**src/verilog/dptb_pkg.sv**
```systemverilog
// Package for the digital I/O, PWM and trigger bus block.
// Assumes a 32-bit classic Wishbone slave with word-aligned byte addresses.
package dptb_pkg;

	// Register byte offsets.
	localparam logic [7:0] DPTB_DIO_OUT_OFS  = 8'h00;
	localparam logic [7:0] DPTB_DIO_DIR_OFS  = 8'h04;
	localparam logic [7:0] DPTB_DIO_POL_OFS  = 8'h08;
	localparam logic [7:0] DPTB_DIO_IN_OFS   = 8'h0C;
	localparam logic [7:0] DPTB_PWM_CTL_OFS  = 8'h10;
	localparam logic [7:0] DPTB_PWM0_PER_OFS = 8'h14;
	localparam logic [7:0] DPTB_PWM0_DTY_OFS = 8'h18;
	localparam logic [7:0] DPTB_PULSE_OUT_FIRST_PER_OFS = 8'h1C;
	localparam logic [7:0] DPTB_PULSE_OUT_FIRST_DTY_OFS = 8'h20;
	localparam logic [7:0] DPTB_TB_MODE_OFS  = 8'h24;
	localparam logic [7:0] DPTB_TB_OUT_OFS   = 8'h28;
	localparam logic [7:0] DPTB_BP_POS_OFS   = 8'h2C;
	localparam logic [7:0] DPTB_STATUS_OFS   = 8'h30;

	// Field positions.
	localparam int DPTB_PWM_EXT_BIT   = 0;
	localparam int DPTB_ST_PULLUP_BIT = 0;
	localparam int DPTB_ST_STAR_BIT   = 1;
	localparam int DPTB_ST_BPLVL_BIT  = 2;
	localparam int DPTB_ST_TB_LSB     = 8;

	// Reset values.
	localparam logic [31:0] DPTB_ZERO_RST = 32'h0000_0000;

	// Trigger bus line modes, two bits per line.
	localparam logic [1:0] DPTB_TB_INPUT = 2'h0;
	localparam logic [1:0] DPTB_TB_GPIO  = 2'h1;
	localparam logic [1:0] DPTB_TB_BRKPT = 2'h2;
	localparam logic [1:0] DPTB_TB_ENCOD = 2'h3;

	// Timing.
	localparam int DPTB_CLK_HZ      = 125_000_000;
	localparam int DPTB_BP_PULSE_NS = 200;
	localparam int DPTB_BP_CYCLES   =
		(DPTB_BP_PULSE_NS * (DPTB_CLK_HZ / 1_000_000) + 999) / 1000;

	// One PWM channel setting.
	typedef struct packed {
		logic [15:0] period;
		logic [15:0] duty;
	} dptb_pwm_cfg_type;

	// Pin pair of a two-way line group.
	typedef struct packed {
		logic [7:0] data;
		logic [7:0] oe;
	} dptb_tb_drv_type;

endpackage : dptb_pkg

```
**src/verilog/dptb_top.sv**
```systemverilog
// Digital I/O ports, two PWM generators and trigger bus routing.
// Assumes one 125 MHz clock, Wishbone classic master, raw pins on inputs.
// Functional notes
// - Four eight-bit ports form 32 lines.
// - Ports written and read one byte each.
// - Per-line direction and polarity set by software.
// - Strap picks pull-up or pull-down at power-up.
// - Two PWMs, own period and duty.
// - High time proportional to commanded duty.
// - PWM counts internal clock or external pin.
// - Eight bus lines routed to triggers, breakpoints, encoders.
// - Bus lines usable as generic I/O port.
// - Star line is input only, never driven.
// - Breakpoint gives one 200 ns high pulse.
// - Encoder lines carry filtered signals, output only.
// - Trigger and generic inputs pass unaltered.
// - Breakpoint changes state on position match.
`timescale 1ns/1ps
module dptb_top
	import dptb_pkg::*;
#(
	parameter int FILT_LEN = 4
) (
	// Clock and reset.
	input  wire logic        clock_in,
	input  wire logic        resetn_in,
	// Wishbone classic slave.
	input  wire logic        wb_cyc_in,
	input  wire logic        wb_stb_in,
	input  wire logic        wb_we_in,
	input  wire logic [7:0]  wb_adr_in,
	input  wire logic [3:0]  wb_sel_in,
	input  wire logic [31:0] wb_dat_in,
	output logic      [31:0] wb_dat_out,
	output logic             wb_ack_out,
	// Digital I/O lines and strap.
	input  wire logic [31:0] dio_in,
	output logic      [31:0] dio_out,
	output logic      [31:0] dio_oe_out,
	input  wire logic        pull_select_strap_in,
	output logic             dio_pull_up_out,
	// PWM.
	input  wire logic        pwm_clk_pin_in,
	output logic             pulse_out_first_out,
	output logic             pulse_out_second_out,
	// Trigger bus, encoder and position.
	input  wire logic [7:0]  tb_in,
	output logic      [7:0]  tb_out,
	output logic      [7:0]  tb_oe_out,
	input  wire logic        tb_star_in,
	output logic      [7:0]  tb_trig_out,
	output logic             star_trig_out,
	input  wire logic [2:0]  enc_raw_in,
	input  wire logic [31:0] enc_count_in,
	output logic             bp_level_out
);

	// Elaboration check: the filter run counter is only four bits wide.
	if (FILT_LEN < 2 || FILT_LEN > 16) begin : g_bad_filt
		$error("FILT_LEN must be 2 to 16");
	end

	// Register file.
	logic [31:0] dio_out_q, dio_dir_q, dio_pol_q;
	logic        pwm_ext_q;
	dptb_pwm_cfg_type pwm_cfg_q [2];
	logic [15:0] tb_mode_q;
	logic [7:0]  tb_gpo_q;
	logic [31:0] bp_pos_q;
	logic        ack_q;
	logic [31:0] rdat_q;

	// Pin synchronisers, two flops each; the PWM clock pin has a third for edge detection.
	logic [31:0] dio_s1_q, dio_s2_q;
	logic [7:0]  tb_s1_q, tb_s2_q;
	logic        star_s1_q, star_s2_q;
	logic        pclk_s1_q, pclk_s2_q, pclk_s3_q;
	logic        strap_s1_q, strap_s2_q, strap_done_q;
	logic [2:0]  enc_s1_q, enc_s2_q;

	always_ff @(posedge clock_in) begin
		dio_s1_q   <= dio_in;
		dio_s2_q   <= dio_s1_q;
		tb_s1_q    <= tb_in;
		tb_s2_q    <= tb_s1_q;
		star_s1_q  <= tb_star_in;
		star_s2_q  <= star_s1_q;
		pclk_s1_q  <= pwm_clk_pin_in;
		pclk_s2_q  <= pclk_s1_q;
		pclk_s3_q  <= pclk_s2_q;
		strap_s1_q <= pull_select_strap_in;
		strap_s2_q <= strap_s1_q;
		enc_s1_q   <= enc_raw_in;
		enc_s2_q   <= enc_s1_q;
	end

	// Strap caught once after reset release; an open pin is pulled high
	// externally, so high or open both select pull-ups.
	always_ff @(posedge clock_in) begin
		if (!resetn_in) begin
			dio_pull_up_out <= 1'b1;
			strap_done_q    <= 1'b0;
		end else if (!strap_done_q) begin
			dio_pull_up_out <= strap_s2_q;
			strap_done_q    <= 1'b1;
		end
	end

	// Bus decode.
	logic wb_req, wb_wr;
	assign wb_req = wb_cyc_in && wb_stb_in && !ack_q;
	assign wb_wr  = wb_req && wb_we_in;

	// Byte lane merge, one byte per port.
	function automatic logic [31:0] lane_merge(input logic [31:0] old_v,
			input logic [31:0] new_v, input logic [3:0] sel);
		logic [31:0] r;
		r = old_v;
		for (int b = 0; b < 4; b++)
			if (sel[b])
				r[8*b +: 8] = new_v[8*b +: 8];
		return r;
	endfunction : lane_merge

	// Port, direction and polarity registers.
	always_ff @(posedge clock_in) begin
		if (!resetn_in) begin
			dio_out_q <= DPTB_ZERO_RST;
			dio_dir_q <= DPTB_ZERO_RST;
			dio_pol_q <= DPTB_ZERO_RST;
		end else if (wb_wr) begin
			case (wb_adr_in)
				DPTB_DIO_OUT_OFS: dio_out_q <=
					lane_merge(dio_out_q, wb_dat_in, wb_sel_in);
				DPTB_DIO_DIR_OFS: dio_dir_q <=
					lane_merge(dio_dir_q, wb_dat_in, wb_sel_in);
				DPTB_DIO_POL_OFS: dio_pol_q <=
					lane_merge(dio_pol_q, wb_dat_in, wb_sel_in);
				default: ;
			endcase
		end
	end

	// PWM and routing registers.
	always_ff @(posedge clock_in) begin
		if (!resetn_in) begin
			pwm_ext_q    <= 1'b0;
			pwm_cfg_q[0] <= DPTB_ZERO_RST;
			pwm_cfg_q[1] <= DPTB_ZERO_RST;
			tb_mode_q    <= DPTB_ZERO_RST[15:0];
			tb_gpo_q     <= DPTB_ZERO_RST[7:0];
			bp_pos_q     <= DPTB_ZERO_RST;
		end else if (wb_wr) begin
			case (wb_adr_in)
				DPTB_PWM_CTL_OFS:  pwm_ext_q <= wb_dat_in[DPTB_PWM_EXT_BIT];
				DPTB_PWM0_PER_OFS: pwm_cfg_q[0].period <= wb_dat_in[15:0];
				DPTB_PWM0_DTY_OFS: pwm_cfg_q[0].duty   <= wb_dat_in[15:0];
				DPTB_PULSE_OUT_FIRST_PER_OFS: pwm_cfg_q[1].period <= wb_dat_in[15:0];
				DPTB_PULSE_OUT_FIRST_DTY_OFS: pwm_cfg_q[1].duty   <= wb_dat_in[15:0];
				DPTB_TB_MODE_OFS:  tb_mode_q <= wb_dat_in[15:0];
				DPTB_TB_OUT_OFS:   tb_gpo_q  <= wb_dat_in[7:0];
				DPTB_BP_POS_OFS:   bp_pos_q  <= wb_dat_in;
				default: ;
			endcase
		end
	end

	// Read mux; ack comes one cycle after the request, unmapped reads zero.
	always_ff @(posedge clock_in) begin
		if (!resetn_in) begin
			ack_q  <= 1'b0;
			rdat_q <= DPTB_ZERO_RST;
		end else begin
			ack_q <= wb_req;
			if (wb_req) begin
				case (wb_adr_in)
					DPTB_DIO_OUT_OFS:  rdat_q <= dio_out_q;
					DPTB_DIO_DIR_OFS:  rdat_q <= dio_dir_q;
					DPTB_DIO_POL_OFS:  rdat_q <= dio_pol_q;
					DPTB_DIO_IN_OFS:   rdat_q <= dio_s2_q ^ dio_pol_q;
					DPTB_PWM_CTL_OFS:  rdat_q <= {31'h0, pwm_ext_q};
					DPTB_PWM0_PER_OFS: rdat_q <= {16'h0, pwm_cfg_q[0].period};
					DPTB_PWM0_DTY_OFS: rdat_q <= {16'h0, pwm_cfg_q[0].duty};
					DPTB_PULSE_OUT_FIRST_PER_OFS: rdat_q <= {16'h0, pwm_cfg_q[1].period};
					DPTB_PULSE_OUT_FIRST_DTY_OFS: rdat_q <= {16'h0, pwm_cfg_q[1].duty};
					DPTB_TB_MODE_OFS:  rdat_q <= {16'h0, tb_mode_q};
					DPTB_TB_OUT_OFS:   rdat_q <= {24'h0, tb_gpo_q};
					DPTB_BP_POS_OFS:   rdat_q <= bp_pos_q;
					DPTB_STATUS_OFS: begin
						rdat_q <= DPTB_ZERO_RST;
						rdat_q[DPTB_ST_PULLUP_BIT] <= dio_pull_up_out;
						rdat_q[DPTB_ST_STAR_BIT]   <= star_s2_q;
						rdat_q[DPTB_ST_BPLVL_BIT]  <= bp_level_out;
						rdat_q[DPTB_ST_TB_LSB +: 8] <= tb_s2_q;
					end
					default: rdat_q <= DPTB_ZERO_RST;
				endcase
			end
		end
	end
	assign wb_ack_out = ack_q;
	assign wb_dat_out = rdat_q;

	// Digital line drivers; polarity inverts both directions.
	always_ff @(posedge clock_in) begin
		if (!resetn_in) begin
			dio_out    <= DPTB_ZERO_RST;
			dio_oe_out <= DPTB_ZERO_RST;
		end else begin
			dio_out    <= dio_out_q ^ dio_pol_q;
			dio_oe_out <= dio_dir_q;
		end
	end

	// PWM tick: every cycle, or the synced rising edge of the external pin.
	logic pwm_tick;
	assign pwm_tick = pwm_ext_q ? (pclk_s2_q && !pclk_s3_q) : 1'b1;

	// Two generators; a zero period keeps the output low.
	logic [15:0] pwm_cnt_q [2];
	logic [1:0]  pwm_lvl_q;
	for (genvar c = 0; c < 2; c++) begin : g_pwm
		always_ff @(posedge clock_in) begin
			if (!resetn_in) begin
				pwm_cnt_q[c] <= DPTB_ZERO_RST[15:0];
				pwm_lvl_q[c] <= 1'b0;
			end else if (pwm_cfg_q[c].period == 16'h0000) begin
				pwm_cnt_q[c] <= DPTB_ZERO_RST[15:0];
				pwm_lvl_q[c] <= 1'b0;
			end else if (pwm_tick) begin
				// Period and duty per channel are independent.
				if (pwm_cnt_q[c] >= pwm_cfg_q[c].period - 16'h0001)
					pwm_cnt_q[c] <= DPTB_ZERO_RST[15:0];
				else
					pwm_cnt_q[c] <= pwm_cnt_q[c] + 16'h0001;
				pwm_lvl_q[c] <= pwm_cnt_q[c] < pwm_cfg_q[c].duty;
			end
		end
	end
	assign pulse_out_first_out  = pwm_lvl_q[0];
	assign pulse_out_second_out = pwm_lvl_q[1];

	// Encoder filter: a signal changes only after FILT_LEN equal samples,
	// trading a few cycles of delay for immunity to short glitches.
	logic [2:0] enc_filt_q;
	logic [3:0] enc_run_q [3];
	for (genvar e = 0; e < 3; e++) begin : g_filt
		always_ff @(posedge clock_in) begin
			if (!resetn_in) begin
				enc_filt_q[e] <= 1'b0;
				enc_run_q[e]  <= 4'h0;
			end else if (enc_s2_q[e] == enc_filt_q[e]) begin
				enc_run_q[e]  <= 4'h0;
			end else if (enc_run_q[e] == 4'(FILT_LEN - 1)) begin
				enc_filt_q[e] <= enc_s2_q[e];
				enc_run_q[e]  <= 4'h0;
			end else begin
				enc_run_q[e]  <= enc_run_q[e] + 4'h1;
			end
		end
	end

	// Breakpoint: level toggles on the first cycle of a match and a
	// fixed-width pulse is timed from the system clock.
	localparam logic [7:0] BP_LEN = 8'(DPTB_BP_CYCLES);
	logic       bp_hit_q, bp_pulse_q;
	logic [7:0] bp_cnt_q;
	always_ff @(posedge clock_in) begin
		if (!resetn_in) begin
			bp_hit_q     <= 1'b0;
			bp_level_out <= 1'b0;
			bp_pulse_q   <= 1'b0;
			bp_cnt_q     <= 8'h00;
		end else begin
			bp_hit_q <= enc_count_in == bp_pos_q;
			if (enc_count_in == bp_pos_q && !bp_hit_q) begin
				bp_level_out <= !bp_level_out;
				bp_pulse_q   <= 1'b1;
				bp_cnt_q     <= BP_LEN - 8'h01;
			end else if (bp_cnt_q != 8'h00) begin
				bp_cnt_q <= bp_cnt_q - 8'h01;
			end else begin
				bp_pulse_q <= 1'b0;
			end
		end
	end

	// Trigger bus lines: drive per mode, pass inputs through untouched.
	dptb_tb_drv_type tb_drv_q;
	for (genvar l = 0; l < 8; l++) begin : g_tb
		logic [1:0] mode;
		assign mode = tb_mode_q[2*l +: 2];
		always_ff @(posedge clock_in) begin
			if (!resetn_in) begin
				tb_drv_q.data[l] <= 1'b0;
				tb_drv_q.oe[l]   <= 1'b0;
				tb_trig_out[l]   <= 1'b0;
			end else begin
				tb_trig_out[l] <= tb_s2_q[l];
				case (mode)
					DPTB_TB_INPUT: begin
						tb_drv_q.data[l] <= 1'b0;
						tb_drv_q.oe[l]   <= 1'b0;
					end
					DPTB_TB_GPIO: begin
						tb_drv_q.data[l] <= tb_gpo_q[l];
						tb_drv_q.oe[l]   <= 1'b1;
					end
					DPTB_TB_BRKPT: begin
						tb_drv_q.data[l] <= bp_pulse_q;
						tb_drv_q.oe[l]   <= 1'b1;
					end
					DPTB_TB_ENCOD: begin
						tb_drv_q.data[l] <= enc_filt_q[l % 3];
						tb_drv_q.oe[l]   <= 1'b1;
					end
					default: begin
						tb_drv_q.data[l] <= 1'b0;
						tb_drv_q.oe[l]   <= 1'b0;
					end
				endcase
			end
		end
	end
	assign tb_out    = tb_drv_q.data;
	assign tb_oe_out = tb_drv_q.oe;

	// Star line has no driver at all; it only feeds a trigger and a status bit.
	always_ff @(posedge clock_in) begin
		if (!resetn_in)
			star_trig_out <= 1'b0;
		else
			star_trig_out <= star_s2_q;
	end

endmodule : dptb_top

```
**config.mk**
```make
export PLATFORM = sky130hd
export DESIGN_NAME = dptb_top
export DESIGN_NICKNAME = d
export VERILOG_FILES = /design/src/verilog/dptb_pkg.sv /design/src/verilog/dptb_top.sv
export SDC_FILE = /design/constraint.sdc
export NUM_CORES = 1
export LEC_CHECK = 0
export BUFFER_PORTS_ARGS = -buffer_cell sky130_fd_sc_hd__buf_2
export CELL_PAD_IN_SITES_DETAIL_PLACEMENT = 1
export CELL_PAD_IN_SITES_GLOBAL_PLACEMENT = 2
export CORE_ASPECT_RATIO = 0.7
export CORE_MARGIN = 5
export CORE_UTILIZATION = 33
export CTS_CLUSTER_DIAMETER = 30
export CTS_CLUSTER_SIZE = 25
export DETAILED_ROUTE_END_ITERATION = 16
export PLACE_DENSITY = 0.84
export SLEW_MARGIN = 20
export SYNTH_ARGS = -nofsm -noshare
export SYNTH_HDL_FRONTEND = slang
export SYNTH_SLANG_ARGS = --single-unit
```
**constraint.sdc**
```tcl
create_clock -name clock_in -period 3.6 [get_ports clock_in]
set_input_delay 0.18 -clock clock_in [delete_from_list [all_inputs] [get_ports clock_in]]
set_output_delay 0.18 -clock clock_in [all_outputs]
set_load 0.005 [all_outputs]
```
==> flow_summary_export.csv <==
group,metric,value,unit
floorplanning,core.rowCount,77,
yosys,async_flop_share,0,%
outcome,run_status,"finished with violations",
yosys,synth-warning-count,0,
drt,detail_routed_net_length_per_standard_cell,24.3,um
run,number_of_maximum_capacitance_violations,0,
floorplanning,ioPinCount,253,
yosys,syn_inst,2095,
global_route,overflow,0,
sta,min_period,3.70,ns
setup_path,critical_path.cell_chain,"or4_4, or4_4, nor2_4, nand2_2, xor2_1, ha_1, a21o_1, a21o_1, a2111oi_4, o211ai_1, or3_4, buf_6, nor2_2",
setup_path,critPathMaxFanout,8,
sta,layout_worst_path_cycle_share,103,%
hold_path,hold_path.class,"in2reg",
power_and_ir_drop,ir_worst_vdd,0.347,mV
sta,finalHoldViolCount,0,
yosys,compound_gate_fraction_of_synth_area,10.8,%
place,detailedPlacementHpwl,60.3,mm
drt,post_drt_via_cell_ratio,5.34,
yosys,share_of_the_synthesized_netlist_area_taken_by_xor_and_xnor_gates,6.45,%
drt,dr.first_iter.drc_count,1957,
yosys,synth_top_cell_area_share,37.2,%
sta,report.final.slew_viol_count,0,
power_and_ir_drop,leakagePower,11.7,nW
yosys,synth.ff_latch_count,494,
clock_tree,cts.clk_slew.worst_paths,0.06,ns
yosys,synthDominantAreaCellType,"dfxtp_1",
drt,drc_errors,0,
setup_path,critPathLaunchType,"register",
layout,post_route_cells_drive_above_1_share,21.1,%
layout,area_growth,32.1,%
sta,worst-slew-pin-transition,0.965,ns
yosys,syn-cell-area,0.0208,mm2
place,port_buffers,252,
drt,detailroute.via_count,18288,
yosys,post_synth_mux_area_share,6.19,%
clock_tree,tritoncts,"yes",
yosys,synth_enable_flop_cells,108,
global_route,grt_antenna_before_repair,7,
sta,worst_slew_margin_rel,35.6,%
drt,drt-pass1-iter-count,6,
drt,antenna_left,0,
layout,multi_input_comb_area,0.00937,mm2
floorplanning,dieArea,0.0682,mm2
setup_path,cpPeakStageDelay,0.56,ns
layout,post_layout_nonfiller_instances,3426,
layout,layout.area.seq,0.0110,mm2
layout,fillerInstances,7034,
yosys,synth.most_common_cell,"dfxtp_1",
yosys,synth-simple-area-share,16.4,%
clock_tree,clockRootBuffer,"clkbuf_16",
global_route,grt_max_degree,121,
clock_tree,htree_levels,3,
yosys,dominantRegCellSynth,"dfxtp_1",
sta,number_of_failing_setup_endpoints_in_the_final_timing_report,16,
clock_tree,clock_tree.buffer_depth,3,
floorplanning,fp.coreArea,0.0628,mm2
setup_path,crit_buf_inv,1,
floorplanning,dieWidth,310,um
global_route,globalRouteTotalUtil,23.4,%
floorplanning,floorplan.initialDensity,33.1,%
yosys,synth_top_family_by_area,"simple AND/OR/NAND/NOR gates",
clock_tree,worst_skew_pair.late_latency,0.64,ns
global_route,first_global_vias,18645,
clock_tree,cts_num_sinks,494,
sta,rsz0062_at_grt,"true",
yosys,synth_fa_ha_area_share,4.27,%
yosys,synth.yosys.seq_area_share,52.8,%
sta,finalClockSkew,0.0306,ns
setup_path,timing.setup.critical_path_class,"reg2reg",
sta,layout_setup_ws,-0.0977,ns
layout,stdcell_area,0.0275,mm2
outcome,violations,"setup timing",
sta,fin_setup_tns,-1.23,ns
place,place_congestion,0.955,
sta,achievable-frequency,270,MHz
layout,layout.core_utilization,43.7,%
setup_path,required,4.09,ns
setup_path,timing.critical_path.arrival,4.18,ns
floorplanning,die_y,220,um
setup_path,crit_path_end_kind,"register",
power_and_ir_drop,power-per-cell-area,562,mW/mm2
yosys,synth.avg_cell_area,9.92,um2
place,placed_cell_area,0.0234,mm2
clock_tree,cts_buffers,87,
yosys,synth.cells.most_frequent,"dfxtp_1, nor2_1, nand2_1",
layout,num-nets-final,2717,
yosys,netlist-cell-type-count,69,
yosys,netlist_top_cells_area,"dfxtp_1, edfxtp_1, mux2i_1, nor2_1, xnor2_1",
global_route,grt_first_pass_wirelength,120,mm
place,dpl.cell_count,3170,
setup_path,worst_path_dominant_cell_family,"simple AND/OR/NAND/NOR gates",
drt,postRouteWirelength,83.2,mm
setup_path,critical_path.slowest_cell,"or4_4",
[worst paths after layout]
kind | endpoint | from | slack [ns] | depth (start not counted)
setup / recovery | pwm_cnt_q[1][5] | pwm_cfg_q[1][24] | -0.1 | 13
setup reg to reg | pwm_cnt_q[1][5] | pwm_cfg_q[1][24] | -0.1 | 13
hold reg to reg | dio_s2_q[4] | dio_s1_q[4] | 0.32 | 0
hold / removal | bp_hit_q | enc_count_in[24] | 0.06 | 5
[through the flow]
stage	setup slack (ns)	total power [mW]	hold WS [ns]
finish	-0.0977	15.4	0.0630
global route	-0.215	15.9	0.0762
CTS	-0.0850	15.5	0.0351
detailed placement	-0.175	6.82	0.284
global placement	-0.0821	6.78	0.284
floorplan	0.00125	6.43	0.208
[registers in the layout (all words and copies together), names as in the netlist, 3 cells and up]
name,count
tb_mode_q,16
enc_filt_q,3
dio_oe_out,32
tb_trig_out,8
tb_s2_q,8
bp_cnt_q,8
dio_dir_q,32
dio_s2_q,32
tb_s1_q,8
dio_out_q,32
tb_out,8
tb_gpo_q,8
bp_pos_q,32
enc_s2_q,3
dio_s1_q,32
dio_pol_q,32
pwm_cfg_q,64
tb_oe_out,8
wb_dat_out,32
dio_out,32
enc_run_q,12
enc_s1_q,3
pwm_cnt_q,32
[layout by cell type (no fill, tap or decap), types with 20 or more instances in the layout]
master           n
dlygate4sd3_1   79
a22oi_1         51
nor2_1         264
inv_1           68
xor2_1          46
clkbuf_16       92
nand4_1         20
dfxtp_1        386
buf_4           81
ha_1            71
buf_2          253
mux2i_1        115
nor3_1          32
nand3_1         38
xnor2_1        107
o22ai_1         26
and2_1          88
edfxtp_1       108
a21oi_1        108
o21ai_0         69
nand2_1        210
[cells by family after synthesis]
group | count (synthesis)
compound gates | 353
xor+xnor | 153
fa+ha+maj | 71
buf+inv | 163
flops | 494
mux | 126
other cells | 1
simple gates | 734
[worst reg2reg max path, delay by kind of cell (launching register included)]
kind	cells	cell delay, ns
XOR/XNOR	1	0.16
AND/OR/NAND/NOR	6	1.79
flip-flops	1	0.40
adder cells (fa/ha/maj)	1	0.30
buffers and inverters	1	0.16
AO/OA/AOI/OAI	4	0.75
[routing by layer]
metal  vias to the layer above  GRT usage [%]  share of wire [%]
met4                         2           5.79                2.4
met3                       153           6.49                9.6
met2                       818           35.4                 43
li1                       8197              -                  -
met5                         -              0              0.016
met1                      9118           33.4                 45
[cell type report]
class | instances | area share (%)
inverters | 69 | 0.961
clock buffers | 101 | 8.58
multi-input cells | 1449 | 34.1
clock inverters | 63 | 2.66
flip-flops and latches | 494 | 39.9
repair buffers | 418 | 9.97
well taps | 829 | 3.78
diodes | 3 | 0.0273
[power by group]
part           internal, mW  leakage [nW]  switching (mW)  total [mW]
clock                  5.45          1.52            3.15        8.60
combinational         0.363          5.92           0.542       0.905
sequential             5.80          4.31           0.116        5.92
total                  11.6          11.7            3.81        15.4
[repair_timing]
item	4_1_cts	5_1_grt
hold buffers	79	0
hold endpoints to repair	182	0
setup endpoints to repair	24	32
setup buffers	1	7
cloned	0	2
gates resized for setup	7	19
pin swaps	0	10
Note: power is estimated with default switching activity, not from simulation.
